--- src/dcz_pkg.sv ---
// Package of constants and types for the serial control port and zero detect block.
package dcz_pkg;
   // -----------------------------------------------------------------
   // Command word layout
   // -----------------------------------------------------------------
   localparam int CMD_BITS = 16;
   localparam int RW_BIT = 15;
   localparam int IDX_MSB = 14;
   localparam int IDX_LSB = 8;
   localparam int DATA_MSB = 7;
   localparam logic [4:0] READ_START_CNT = 5'h08;
   localparam logic [4:0] WORD_DONE_CNT = 5'h10;
   // -----------------------------------------------------------------
   // Register indices
   // -----------------------------------------------------------------
   localparam logic [6:0] IDX_LEFT_ATTEN = 7'h10;
   localparam logic [6:0] IDX_RIGHT_ATTEN = 7'h11;
   localparam logic [6:0] IDX_FORMAT_CTRL = 7'h12;
   localparam logic [6:0] IDX_OUTPUT_CTRL = 7'h13;
   localparam logic [6:0] IDX_MODE_CTRL = 7'h14;
   localparam logic [6:0] IDX_ZERO_CTRL = 7'h15;
   localparam logic [6:0] IDX_ZERO_STATUS = 7'h16;
   localparam logic [6:0] IDX_PART_ID = 7'h17;
   localparam logic [2:0] RW_REG_COUNT = 3'h6;
   // -----------------------------------------------------------------
   // Reset values
   // -----------------------------------------------------------------
   localparam logic [7:0] RST_LEFT_ATTEN = 8'hFF;
   localparam logic [7:0] RST_RIGHT_ATTEN = 8'hFF;
   localparam logic [7:0] RST_FORMAT_CTRL = 8'h50;
   localparam logic [7:0] RST_OUTPUT_CTRL = 8'h00;
   localparam logic [7:0] RST_MODE_CTRL = 8'h00;
   localparam logic [7:0] RST_ZERO_CTRL = 8'h01;
   // -----------------------------------------------------------------
   // Field positions
   // -----------------------------------------------------------------
   localparam int ATTEN_LOAD_ENABLE_BIT = 7;
   localparam int MUTE_BIT = 0;
   localparam int REV_BIT = 7;
   localparam int OPE_BIT = 4;
   localparam int READBACK_OUTPUT_ENABLE_BIT = 3;
   localparam int BYPASS_STEREO_SEL_BIT = 2;
   localparam int FLT_BIT = 1;
   localparam int INFINITE_ZERO_MUTE_BIT = 0;
   localparam int SOFT_SYSTEM_RESET_BIT = 6;
   localparam int BSM_BIT = 5;
   localparam int FILTER_BYPASS_BIT = 4;
   localparam int SINGLE_CHANNEL_OUT_BIT = 3;
   localparam int SINGLE_CHANNEL_OUT_CHANNEL_PICK_BIT = 2;
   localparam int PCM_ZERO_OUT_ENABLE_BIT = 0;
   localparam int DZ_LSB = 1;
   // -----------------------------------------------------------------
   // Zero detect timing
   // -----------------------------------------------------------------
   localparam int CLK_HZ = 50_000_000;
   localparam int ZERO_WORDS = 1024;
   localparam int BS_ZERO_MS = 23;
   localparam int BS_ZERO_CYCLES = (CLK_HZ / 1000) * BS_ZERO_MS;
   localparam logic [1:0] DZ_BALANCED = 2'h1;
   localparam logic [1:0] DZ_FIXED = 2'h2;
   localparam logic [7:0] FIXED_PATTERN = 8'h96;
   localparam logic [3:0] BALANCED_ONES = 4'h4;
   // -----------------------------------------------------------------
   // Serial port states
   // -----------------------------------------------------------------
   typedef enum logic [2:0] {
      DCZ_IDLE = 3'h1,
      DCZ_SHIFT = 3'h2,
      DCZ_WAIT_HIGH = 3'h4
   } dcz_state_type;
endpackage : dcz_pkg

--- src/dcz_ctrl_port.sv ---
// Serial control port, mode registers and zero flag pins of the stereo converter.
`timescale 1ns/1ps
`default_nettype none
// How it works
// - PCM zero after 1024 low word periods.
// - Bit stream balanced option flags zero after 23 ms of balanced bytes.
// - Bit stream fixed option flags zero after 23 ms of pattern 96h.
// - Each zero flag pin goes high for its own channel.
// - Port runs from its own bit clock and select, sampled through two-flop synchronisers on clk.
// - Readback enable turns left pin into read data, right pin into AND.
// - Each access is a 16-bit word; top bit 1 reads, 0 writes.
// - Bits 14..8 are the index, bits 7..0 the data.
// - Read data shifts out after the eighth bit clock completes.
// - Write lands only on the rising edge of the sixteenth bit clock.
// - Index 12h holds load enable, format, de-emphasis and soft mute.
// - Index 13h holds phase invert, attenuation rate and converter halt.
// - Index 13h also holds readback enable, stereo bypass, rolloff, zero mute.
// - Index 14h holds soft reset, bit stream mode and filter bypass.
// - Index 14h also holds single_channel_out output, channel pick and modulator rate.
// - Index 15h holds PCM zero enable and bit stream zero mode.
// - Index 17h is read-only five-bit part identifier.
// - Attenuation levels apply only while load enable is set.
module dcz_ctrl_port
   import dcz_pkg::*;
#(
   parameter logic [4:0] PART_ID = 5'h01, // Arbitrary value.
   parameter int WORD_COUNT = ZERO_WORDS,
   parameter int BS_CYCLES = BS_ZERO_CYCLES
) (
   input wire logic clk,
   input wire logic arst_n,
   input wire logic ctrl_bit_clock,
   input wire logic ctrl_select_n,
   input wire logic ctrl_serial_in,
   input wire logic lr_word_clock,
   input wire logic audio_bit_clock,
   input wire logic left_data_in,
   input wire logic right_data_in,
   output logic left_zero_flag_pin,
   output logic right_zero_flag_pin,
   output logic [7:0] left_atten_level,
   output logic [7:0] right_atten_level,
   output logic [7:0] format_ctrl,
   output logic [7:0] output_ctrl,
   output logic [7:0] mode_ctrl,
   output logic [7:0] zero_ctrl
);
   typedef struct packed {
      logic [1:0] mc_sync;
      logic [1:0] ms_sync;
      logic [1:0] mdi_sync;
      logic [1:0] wck_sync;
      logic [1:0] bck_sync;
      logic [1:0] dl_sync;
      logic [1:0] dr_sync;
      logic mc_prev;
      logic wck_prev;
      logic bck_prev;
      dcz_state_type state;
      logic [4:0] bitcnt;
      logic [15:0] shreg;
      logic reading;
      logic [7:0] rd_data;
      logic [5:0][7:0] regs;
      logic [7:0] atl_applied;
      logic [7:0] atr_applied;
      logic zl_pin;
      logic zr_pin;
   } dcz_top_type;

   dcz_top_type cur_ff, nxt;
   logic zero_l, zero_r;
   logic mc_rise, mc_fall, wck_edge, bck_rise;
   logic [7:0] rd_mux;
   logic [2:0] wr_slot;
   logic [6:0] idx;

   // --------------------------------------------------------------
   // Per-channel zero detectors
   // --------------------------------------------------------------
   dcz_zero_chan #(.WORD_COUNT(WORD_COUNT), .BS_CYCLES(BS_CYCLES)) u_zero_l (
      .clk(clk),
      .arst_n(arst_n),
      .word_tick(wck_edge),
      .data_tick(bck_rise),
      .data_bit(cur_ff.dl_sync[1]),
      .bs_mode(cur_ff.regs[4][BSM_BIT]),
      .dz_mode(cur_ff.regs[5][DZ_LSB+1:DZ_LSB]),
      .zero_ff(zero_l)
   );
   dcz_zero_chan #(.WORD_COUNT(WORD_COUNT), .BS_CYCLES(BS_CYCLES)) u_zero_r (
      .clk(clk),
      .arst_n(arst_n),
      .word_tick(wck_edge),
      .data_tick(bck_rise),
      .data_bit(cur_ff.dr_sync[1]),
      .bs_mode(cur_ff.regs[4][BSM_BIT]),
      .dz_mode(cur_ff.regs[5][DZ_LSB+1:DZ_LSB]),
      .zero_ff(zero_r)
   );

   // --------------------------------------------------------------
   // Edge detection on synchronised pins
   // --------------------------------------------------------------
   // Only the second stage feeds edges, so no logic sees a metastable bit.
   assign mc_rise = cur_ff.mc_sync[1] && !cur_ff.mc_prev;
   assign mc_fall = !cur_ff.mc_sync[1] && cur_ff.mc_prev;
   assign wck_edge = cur_ff.wck_sync[1] && !cur_ff.wck_prev;
   assign bck_rise = cur_ff.bck_sync[1] && !cur_ff.bck_prev;
   // The index sits low after eight bits but has moved up by the last bit of a write.
   assign idx = (cur_ff.bitcnt > READ_START_CNT) ? cur_ff.shreg[IDX_MSB-1:IDX_LSB-1] :
                cur_ff.shreg[IDX_MSB-IDX_LSB:0];

   // --------------------------------------------------------------
   // Read mux over the register file
   // --------------------------------------------------------------
   always_comb begin
      rd_mux = 8'h00;
      wr_slot = 3'h7;
      if (idx >= IDX_LEFT_ATTEN && idx < IDX_ZERO_STATUS) begin
         wr_slot = 3'(idx - IDX_LEFT_ATTEN);
         rd_mux = cur_ff.regs[wr_slot];
      end else if (idx == IDX_ZERO_STATUS) begin
         rd_mux = {6'h00, zero_r, zero_l};
      end else if (idx == IDX_PART_ID) begin
         rd_mux = {3'h0, PART_ID};
      end
   end

   // --------------------------------------------------------------
   // Next state of the port and pins
   // --------------------------------------------------------------
   always_comb begin
      nxt = cur_ff;
      nxt.mc_sync = {cur_ff.mc_sync[0], ctrl_bit_clock};
      nxt.ms_sync = {cur_ff.ms_sync[0], ctrl_select_n};
      nxt.mdi_sync = {cur_ff.mdi_sync[0], ctrl_serial_in};
      nxt.wck_sync = {cur_ff.wck_sync[0], lr_word_clock};
      nxt.bck_sync = {cur_ff.bck_sync[0], audio_bit_clock};
      nxt.dl_sync = {cur_ff.dl_sync[0], left_data_in};
      nxt.dr_sync = {cur_ff.dr_sync[0], right_data_in};
      nxt.mc_prev = cur_ff.mc_sync[1];
      nxt.wck_prev = cur_ff.wck_sync[1];
      nxt.bck_prev = cur_ff.bck_sync[1];
      case (cur_ff.state)
         DCZ_IDLE: begin
            nxt.bitcnt = 5'h00;
            nxt.reading = 1'b0;
            nxt.rd_data = 8'h00;
            if (!cur_ff.ms_sync[1]) begin
               nxt.state = DCZ_SHIFT;
            end
         end
         DCZ_SHIFT: begin
            if (cur_ff.ms_sync[1]) begin
               nxt.state = DCZ_IDLE;
            end else if (mc_rise) begin
               nxt.shreg = {cur_ff.shreg[14:0], cur_ff.mdi_sync[1]};
               nxt.bitcnt = cur_ff.bitcnt + 5'h01;
               if (cur_ff.bitcnt == READ_START_CNT - 5'h01) begin
                  // Bit 15 is now at the top of the seven captured bits.
                  nxt.reading = cur_ff.shreg[6];
               end
               if (cur_ff.bitcnt == WORD_DONE_CNT - 5'h01) begin
                  nxt.state = DCZ_WAIT_HIGH;
                  if (!cur_ff.reading && wr_slot < RW_REG_COUNT) begin
                     nxt.regs[wr_slot] = {cur_ff.shreg[6:0], cur_ff.mdi_sync[1]};
                  end
               end
            end else if (mc_fall && cur_ff.bitcnt == READ_START_CNT) begin
               nxt.rd_data = rd_mux;
            end else if (mc_fall && cur_ff.reading && cur_ff.bitcnt > READ_START_CNT) begin
               nxt.rd_data = {cur_ff.rd_data[6:0], 1'b0};
            end
         end
         DCZ_WAIT_HIGH: begin
            // Extra clocks are ignored until select goes high again.
            if (cur_ff.ms_sync[1]) begin
               nxt.state = DCZ_IDLE;
            end
         end
         default: begin
            nxt.state = DCZ_IDLE;
         end
      endcase
      // Levels pass on only while the load enable is set.
      if (cur_ff.regs[2][ATTEN_LOAD_ENABLE_BIT]) begin
         nxt.atl_applied = cur_ff.regs[0];
         nxt.atr_applied = cur_ff.regs[1];
      end
      // A soft reset returns the mode registers to defaults.
      if (cur_ff.regs[4][SOFT_SYSTEM_RESET_BIT]) begin
         nxt.regs[0] = RST_LEFT_ATTEN;
         nxt.regs[1] = RST_RIGHT_ATTEN;
         nxt.regs[2] = RST_FORMAT_CTRL;
         nxt.regs[3] = RST_OUTPUT_CTRL;
         nxt.regs[4] = RST_MODE_CTRL;
         nxt.regs[5] = RST_ZERO_CTRL;
      end
      if (cur_ff.regs[3][READBACK_OUTPUT_ENABLE_BIT]) begin
         nxt.zl_pin = cur_ff.reading && cur_ff.bitcnt > READ_START_CNT - 5'h01 &&
                      cur_ff.state == DCZ_SHIFT && cur_ff.rd_data[DATA_MSB];
         nxt.zr_pin = zero_l && zero_r;
      end else if (cur_ff.regs[4][BSM_BIT] || cur_ff.regs[5][PCM_ZERO_OUT_ENABLE_BIT]) begin
         nxt.zl_pin = zero_l;
         nxt.zr_pin = zero_r;
      end else begin
         nxt.zl_pin = 1'b0;
         nxt.zr_pin = 1'b0;
      end
   end

   // --------------------------------------------------------------
   // State register
   // --------------------------------------------------------------
   always_ff @(posedge clk or negedge arst_n) begin
      if (!arst_n) begin
         cur_ff <= '0;
         cur_ff.ms_sync <= 2'h3;
         cur_ff.state <= DCZ_IDLE;
         cur_ff.regs[0] <= RST_LEFT_ATTEN;
         cur_ff.regs[1] <= RST_RIGHT_ATTEN;
         cur_ff.regs[2] <= RST_FORMAT_CTRL;
         cur_ff.regs[3] <= RST_OUTPUT_CTRL;
         cur_ff.regs[4] <= RST_MODE_CTRL;
         cur_ff.regs[5] <= RST_ZERO_CTRL;
         cur_ff.atl_applied <= RST_LEFT_ATTEN;
         cur_ff.atr_applied <= RST_RIGHT_ATTEN;
      end else begin
         cur_ff <= nxt;
      end
   end

   // --------------------------------------------------------------
   // Outputs straight from flip-flops
   // --------------------------------------------------------------
   assign left_zero_flag_pin = cur_ff.zl_pin;
   assign right_zero_flag_pin = cur_ff.zr_pin;
   assign left_atten_level = cur_ff.atl_applied;
   assign right_atten_level = cur_ff.atr_applied;
   assign format_ctrl = cur_ff.regs[2];
   assign output_ctrl = cur_ff.regs[3];
   assign mode_ctrl = cur_ff.regs[4];
   assign zero_ctrl = cur_ff.regs[5];
endmodule : dcz_ctrl_port
`default_nettype wire

--- src/dcz_zero_chan.sv ---
// Zero condition detector for one audio channel.
`timescale 1ns/1ps
`default_nettype none
module dcz_zero_chan
   import dcz_pkg::*;
#(
   parameter int WORD_COUNT = ZERO_WORDS,
   parameter int BS_CYCLES = BS_ZERO_CYCLES
) (
   input wire logic clk,
   input wire logic arst_n,
   input wire logic word_tick,
   input wire logic data_tick,
   input wire logic data_bit,
   input wire logic bs_mode,
   input wire logic [1:0] dz_mode,
   output logic zero_ff
);
   typedef struct packed {
      logic [$clog2(WORD_COUNT+1)-1:0] words;
      logic word_nonzero;
      logic [7:0] shreg;
      logic [2:0] bitcnt;
      logic [$clog2(BS_CYCLES+1)-1:0] bs_time;
      logic bs_ok;
      logic zero;
   } dcz_chan_type;

   dcz_chan_type cur_ff, nxt;
   logic [3:0] ones;

   // --------------------------------------------------------------
   // Next state
   // --------------------------------------------------------------
   // Word counting restarts on any high bit; pattern timing restarts on any bad byte.
   always_comb begin
      nxt = cur_ff;
      ones = 4'h0;
      for (int i = 0; i < 8; i++) begin
         ones = ones + {3'h0, cur_ff.shreg[i]};
      end
      if (data_tick) begin
         if (data_bit) begin
            nxt.word_nonzero = 1'b1;
         end
         nxt.shreg = {cur_ff.shreg[6:0], data_bit};
         nxt.bitcnt = cur_ff.bitcnt + 3'h1;
      end
      if (word_tick) begin
         if (cur_ff.word_nonzero || (data_tick && data_bit)) begin
            nxt.words = '0;
         end else if (cur_ff.words != WORD_COUNT[$bits(cur_ff.words)-1:0]) begin
            nxt.words = cur_ff.words + 1'b1;
         end
         nxt.word_nonzero = 1'b0;
      end
      // A whole byte has landed when the bit counter wraps.
      if (data_tick && cur_ff.bitcnt == 3'h7) begin
         if (dz_mode == DZ_BALANCED) begin
            nxt.bs_ok = (ones - {3'h0, cur_ff.shreg[7]} + {3'h0, data_bit}) == BALANCED_ONES;
         end else begin
            nxt.bs_ok = {cur_ff.shreg[6:0], data_bit} == FIXED_PATTERN;
         end
      end
      if (!cur_ff.bs_ok) begin
         nxt.bs_time = '0;
      end else if (cur_ff.bs_time != BS_CYCLES[$bits(cur_ff.bs_time)-1:0]) begin
         nxt.bs_time = cur_ff.bs_time + 1'b1;
      end
      if (bs_mode) begin
         nxt.zero = (dz_mode == DZ_BALANCED || dz_mode == DZ_FIXED) &&
                    cur_ff.bs_time == BS_CYCLES[$bits(cur_ff.bs_time)-1:0];
      end else begin
         nxt.zero = cur_ff.words == WORD_COUNT[$bits(cur_ff.words)-1:0];
      end
   end

   // --------------------------------------------------------------
   // State register
   // --------------------------------------------------------------
   always_ff @(posedge clk or negedge arst_n) begin
      if (!arst_n) begin
         cur_ff <= '0;
      end else begin
         cur_ff <= nxt;
      end
   end

   assign zero_ff = cur_ff.zero;
endmodule : dcz_zero_chan
`default_nettype wire

--- config.mk ---
export PLATFORM = sky130hd
export DESIGN_NAME = dcz_ctrl_port
export DESIGN_NICKNAME = d
export VERILOG_FILES = /design/src/dcz_pkg.sv /design/src/dcz_ctrl_port.sv /design/src/dcz_zero_chan.sv
export SDC_FILE = /design/constraint.sdc
export NUM_CORES = 1
export LEC_CHECK = 0
export BUFFER_PORTS_ARGS = -buffer_cell sky130_fd_sc_hd__buf_2
export CAP_MARGIN = 30
export CORE_AREA = 2 2 144 146
export CTS_CLUSTER_DIAMETER = 100
export DETAILED_ROUTE_END_ITERATION = 6
export DIE_AREA = 0 0 146 148
export MAX_ROUTING_LAYER = met4
export PLACE_DENSITY_LB_ADDON = 0.15
export SLEW_MARGIN = 20
export SYNTH_ARGS = -nofsm -noshare
export SYNTH_HDL_FRONTEND = slang
export SYNTH_SLANG_ARGS = --single-unit
--- constraint.sdc ---
create_clock -name clk -period 9.9 [get_ports clk]
set_input_delay 0.99 -clock clk [delete_from_list [all_inputs] [get_ports clk]]
set_output_delay 0.99 -clock clk [all_outputs]
set_load 0.03 [all_outputs]
==> report_table.html <==
<table>
<tr><th>Metric</th><th>Value</th></tr>
<tr><th colspan="2">STA</th></tr>
<tr><td>Crit share post-route</td><td>0.3343</td></tr>
<tr><td>Pins over their slew limit</td><td>0</td></tr>
<tr><td>Final hold violation count</td><td>0</td></tr>
<tr><td>Remaining max-slew budget at the tightest pin</td><td>0.3425</td></tr>
<tr><td>Setup repair after global routing missed its margin</td><td>false</td></tr>
<tr><td>Actual slew at the worst max-slew pin</td><td>0.9826 ns</td></tr>
<tr><td>Setup_tns</td><td>0 ns</td></tr>
<tr><td>Count of final setup violators</td><td>0</td></tr>
<tr><td>Peak Freq</td><td>0.3022 GHz</td></tr>
<tr><td>Post-route minimum period</td><td>3.309 ns</td></tr>
<tr><td>Worst clock skew</td><td>0.01688 ns</td></tr>
<tr><th colspan="2">Clocking</th></tr>
<tr><td>Clk_lat worst skew</td><td>0.52 ns</td></tr>
<tr><td>Htree depth</td><td>1</td></tr>
<tr><td>Setup Fix Bufs, Post-CTS</td><td>0</td></tr>
<tr><td>Clock tree from TritonCTS</td><td>done</td></tr>
<tr><td>Root cell of the clock tree</td><td>sky130_fd_sc_hd__clkbuf_16</td></tr>
<tr><td>Worst-case clock buffer depth</td><td>3</td></tr>
<tr><td>Number of sinks driven by the clock tree</td><td>206</td></tr>
<tr><td>TritonCTS Buffers</td><td>23</td></tr>
<tr><td>CTS hold repair buffers</td><td>0</td></tr>
<tr><td>Post-CTS clock slew at the launch and capture registers of the worst setup and hold paths</td><td>0.05 ns</td></tr>
<tr><td>Resize count post-CTS</td><td>0</td></tr>
<tr><th colspan="2">Global route</th></tr>
<tr><td>Pin count of the biggest net entering global routing</td><td>85</td></tr>
<tr><td>Wire length of the first global-routing pass</td><td>39450 um</td></tr>
<tr><td>Antenna violations before repair</td><td>0</td></tr>
<tr><td>Overall overflow remaining after global route</td><td>0</td></tr>
<tr><td>Vias in the first global route</td><td>7540</td></tr>
<tr><td>GRT Util Overall</td><td>0.2299</td></tr>
<tr><th colspan="2">Setup path</th></tr>
<tr><td>CP Max Fanout</td><td>4</td></tr>
<tr><td>Crit end category</td><td>flip-flop</td></tr>
<tr><td>Crit Path Category</td><td>reg2reg</td></tr>
<tr><td>FF-to-FF setup slack</td><td>6.59 ns</td></tr>
<tr><td>Required time of the worst setup path</td><td>10.34 ns</td></tr>
<tr><td>Reg-to-Reg Start</td><td>u_zero_l.cur_ff[29]</td></tr>
<tr><td>Destination of the worst register-to-register timing path</td><td>u_zero_l.cur_ff[1]</td></tr>
<tr><td>Endpoint arrival time on the critical path</td><td>3.75 ns</td></tr>
<tr><td>Depth of the worst register-to-register path</td><td>13</td></tr>
<tr><td>Worst Setup Start Kind</td><td>flip-flop</td></tr>
<tr><th colspan="2">Detailed routing</th></tr>
<tr><td>Total number of vias</td><td>7709</td></tr>
<tr><td>DR WL/cell</td><td>17.23 um</td></tr>
<tr><td>Number of vias per cell after detailed routing</td><td>5.635</td></tr>
<tr><td>Final routed DRC violation total</td><td>0</td></tr>
<tr><td>Number of violations reported at the end of detailed-routing iteration 0</td><td>478</td></tr>
<tr><td>Total routed wirelength</td><td>23570 um</td></tr>
<tr><td>Number of routed nets with antenna violations</td><td>0</td></tr>
<tr><td>Pre-antenna DRT Iters</td><td>4</td></tr>
<tr><th colspan="2">Cells and area</th></tr>
<tr><td>Final nets</td><td>1129</td></tr>
<tr><td>Syn-to-layout area delta</td><td>8.442%</td></tr>
<tr><td>Proportion of layout cells with a drive suffix above 1</td><td>0.1639</td></tr>
<tr><td>Number of inserted filler cells in the final layout</td><td>1752</td></tr>
<tr><td>Post-layout instance count excluding filler cells</td><td>1368</td></tr>
<tr><td>Count of antenna diodes in the layout</td><td>0</td></tr>
<tr><th colspan="2">Min path</th></tr>
<tr><td>Launch instance of the worst min-delay path</td><td>cur_ff[104]</td></tr>
<tr><td>Cell depth of the worst min-delay path</td><td>0</td></tr>
<tr><td>Hold Path Sink</td><td>cur_ff[105]</td></tr>
<tr><td>Hold WC Path Type</td><td>reg2reg</td></tr>
<tr><th colspan="2">Synth</th></tr>
<tr><td>Gate count after technology mapping</td><td>1074</td></tr>
<tr><td>Ranking of synthesized cells by instance count</td><td>sky130_fd_sc_hd__dfrtp_1 (168), sky130_fd_sc_hd__nand2_1 (133), sky130_fd_sc_hd__nor2_1 (60)</td></tr>
<tr><td>Number of enable-type register cells in the synthesized netlist</td><td>0</td></tr>
<tr><td>Most frequent cell after synthesis</td><td>sky130_fd_sc_hd__dfrtp_1</td></tr>
<tr><td>Library cell occupying the most area in the post-synthesis netlist</td><td>sky130_fd_sc_hd__dfrtp_1</td></tr>
<tr><td>Nets in the synthesized netlist</td><td>1121</td></tr>
<tr><td>Post-synthesis instance area</td><td>10880 um2</td></tr>
<tr><td>Commonest register cell after synthesis</td><td>sky130_fd_sc_hd__dfrtp_1</td></tr>
<tr><td>Number of distinct library cell variants in the gate-level netlist after synthesis</td><td>71</td></tr>
<tr><td>Top post-synthesis cells by area</td><td>sky130_fd_sc_hd__dfrtp_1 (39%), sky130_fd_sc_hd__dfstp_2 (9.2%), sky130_fd_sc_hd__nand2_1 (4.6%), sky130_fd_sc_hd__mux2i_1 (3.9%), sky130_fd_sc_hd__buf_4 (3.4%)</td></tr>
<tr><td>Area fraction of the dominant cell type after synthesis</td><td>0.3865</td></tr>
<tr><td>#FFs+latches synth</td><td>206</td></tr>
<tr><td>Number of warnings reported in the yosys synthesis log</td><td>0</td></tr>
<tr><td>Mean instance size in the synthesized netlist</td><td>10.13 um2</td></tr>
<tr><td>Sequential-to-total area share from yosys stat</td><td>0.4783</td></tr>
<tr><td>Post-synthesis async set-or-reset flop share</td><td>1.000</td></tr>
<tr><th colspan="2">Floorplan</th></tr>
<tr><td>Num rows</td><td>52</td></tr>
<tr><td>Die W</td><td>146 um</td></tr>
<tr><td>Initial Utilization</td><td>0.5428</td></tr>
<tr><td>I/O pin cnt</td><td>59</td></tr>
<tr><td>Core Area</td><td>20040 um2</td></tr>
<tr><td>Chip height</td><td>148 um</td></tr>
<tr><td>Die Outline Area</td><td>21610 um2</td></tr>
<tr><th colspan="2">Placement</th></tr>
<tr><td>Number of cells after detailed placement</td><td>1326</td></tr>
<tr><td>Global placement routability congestion</td><td>0.9331</td></tr>
<tr><td>Detail Placement HPWL</td><td>16330 um</td></tr>
<tr><td># port buffers</td><td>58</td></tr>
<tr><th colspan="2">Run</th></tr>
<tr><td>Max Cap Violations</td><td>0</td></tr>
<tr><th colspan="2">Power and ir drop</th></tr>
<tr><td>Power per cell area</td><td>182.0 nW/um2</td></tr>
<tr><td>Total chip power</td><td>2.147 mW</td></tr>
<tr><td>Worst vdd ir</td><td>136.7 uV</td></tr>
<tr><td>Leakage power</td><td>5.346 nW</td></tr>
<tr><th colspan="2">Outcome</th></tr>
<tr><td>Result of the run</td><td>finished clean</td></tr>
</table>
==> cell type report <==
type | instances | area (um2) | area share
Clock buffer | 39 | 695.7 | 0.05897
Sequential cell | 206 | 5202 | 0.4410
Inverter | 53 | 198.9 | 0.01686
Clock inverter | 2 | 25.02 | 0.002121
Tap cell | 270 | 337.8 | 0.02864
Timing Repair Buffer | 68 | 371.6 | 0.03150
Multi-Input combinational cell | 730 | 4965 | 0.4209
==> per-stage QoR <==
| stage | cell area (um2) | util | setup slack (ns) | hold WS, ns |
|---|---|---|---|---|
| after floorplan | 10880 | - | 6.767 | 0.3312 |
| after global placement | 11050 | 0.5516 | 6.696 | 0.3315 |
| after detailed placement | 11070 | 0.5524 | 6.591 | 0.3347 |
| after CTS | 11790 | 0.5884 | 6.560 | 0.3474 |
| after global routing | 11800 | 0.5887 | 6.364 | 0.3612 |
| final | 11800 | 0.5887 | 6.591 | 0.3458 |
==> report_power, final <==
group / switching, mW / total [mW] / leakage, nW / internal, mW
Sequential: 0.0816 / 0.983 / 2.66 / 0.902
Clock: 0.331 / 0.808 / 0.352 / 0.478
Combinational: 0.203 / 0.355 / 2.33 / 0.152
==> sequential cells by signal (all words and copies together), names as in the netlist <==
| signal | cells |
|---|---|
| right_atten_level | 8 |
| cur_ff | 64 |
| zero_ctrl | 8 |
| u_zero_l.zero_ff | 1 |
| output_ctrl | 8 |
| u_zero_r.cur_ff | 45 |
| u_zero_r.zero_ff | 1 |
| right_zero_flag_pin | 1 |
| format_ctrl | 8 |
| u_zero_l.cur_ff | 45 |
| left_atten_level | 8 |
| mode_ctrl | 8 |
| left_zero_flag_pin | 1 |
==> placed cells by master, fill, tap and decap left out, types with 3 or more instances in the layout <==
cell type and count:
sky130_fd_sc_hd__a211oi_1 3, sky130_fd_sc_hd__a21boi_0 7, sky130_fd_sc_hd__a21o_1 7, sky130_fd_sc_hd__a21oi_1 45
sky130_fd_sc_hd__a22oi_1 7, sky130_fd_sc_hd__a41oi_1 4, sky130_fd_sc_hd__and2_1 44, sky130_fd_sc_hd__and3_1 10
sky130_fd_sc_hd__buf_2 58, sky130_fd_sc_hd__buf_4 9, sky130_fd_sc_hd__clkbuf_1 10, sky130_fd_sc_hd__clkbuf_16 23
sky130_fd_sc_hd__clkbuf_8 7, sky130_fd_sc_hd__dfrtp_1 168, sky130_fd_sc_hd__dfstp_2 38, sky130_fd_sc_hd__fa_1 10
sky130_fd_sc_hd__ha_1 28, sky130_fd_sc_hd__inv_1 51, sky130_fd_sc_hd__mux2_2 26, sky130_fd_sc_hd__mux2i_1 42
sky130_fd_sc_hd__nand2_1 133, sky130_fd_sc_hd__nand2b_1 7, sky130_fd_sc_hd__nand3_1 47, sky130_fd_sc_hd__nand4_1 20
sky130_fd_sc_hd__nor2_1 60, sky130_fd_sc_hd__nor2b_1 13, sky130_fd_sc_hd__nor3_1 13, sky130_fd_sc_hd__nor4_1 11
sky130_fd_sc_hd__o2111ai_1 4, sky130_fd_sc_hd__o21ai_0 40, sky130_fd_sc_hd__o21ai_1 4, sky130_fd_sc_hd__o221ai_1 6
sky130_fd_sc_hd__o22ai_1 3, sky130_fd_sc_hd__o2bb2ai_1 16, sky130_fd_sc_hd__o31ai_1 5, sky130_fd_sc_hd__or3_1 12
sky130_fd_sc_hd__or3b_2 3, sky130_fd_sc_hd__xnor2_1 37, sky130_fd_sc_hd__xor2_1 19
==> worst max path at each step <==
stage,start,end
2_1_floorplan,u_zero_l.cur_ff[29],u_zero_l.cur_ff[1]
3_3_place_gp,u_zero_l.cur_ff[29],u_zero_l.cur_ff[1]
3_5_place_dp,u_zero_l.cur_ff[29],u_zero_l.cur_ff[1]
4_1_cts,u_zero_l.cur_ff[29],u_zero_l.cur_ff[1]
5_1_grt,u_zero_l.cur_ff[29],u_zero_l.cur_ff[1]
6_report,u_zero_l.cur_ff[29],u_zero_l.cur_ff[1]
==> worst max-delay path, cell delays in order (launching register included) <==
cell and delay, ns:
sky130_fd_sc_hd__dfrtp_1 0.41, sky130_fd_sc_hd__fa_1 0.51, sky130_fd_sc_hd__fa_1 0.50, sky130_fd_sc_hd__inv_1 0.05, sky130_fd_sc_hd__fa_1 0.42, sky130_fd_sc_hd__inv_1 0.07
sky130_fd_sc_hd__ha_1 0.16, sky130_fd_sc_hd__inv_1 0.05, sky130_fd_sc_hd__fa_1 0.37, sky130_fd_sc_hd__xnor2_1 0.16, sky130_fd_sc_hd__nand3_1 0.09, sky130_fd_sc_hd__nor3_1 0.18
sky130_fd_sc_hd__a41oi_1 0.08, sky130_fd_sc_hd__a31oi_1 0.18
==> cell families (layout without fill, tap and decap cells) <==
kind of cell / Yosys count / after routing / share of synthesized area
AND/OR/NAND/NOR: 394 / 394 / 0.1840
flip-flops: 206 / 206 / 0.4783
AO/OA/AOI/OAI: 174 / 174 / 0.1102
buffers and inverters: 138 / 162 / 0.06625
multiplexers: 68 / 68 / 0.06556
XOR/XNOR: 56 / 56 / 0.04509
adder cells (fa/ha/maj): 38 / 38 / 0.05061
==> routing by layer <==
metal	part of all wire	global-route usage	up-vias
met5	0	-	-
met4	0.021	0.06068	0
met3	0.053	0.04105	42
met2	0.46	0.3531	182
met1	0.47	0.3193	3772
li1	-	-	3713
Note: power is estimated with default switching activity, not from simulation.
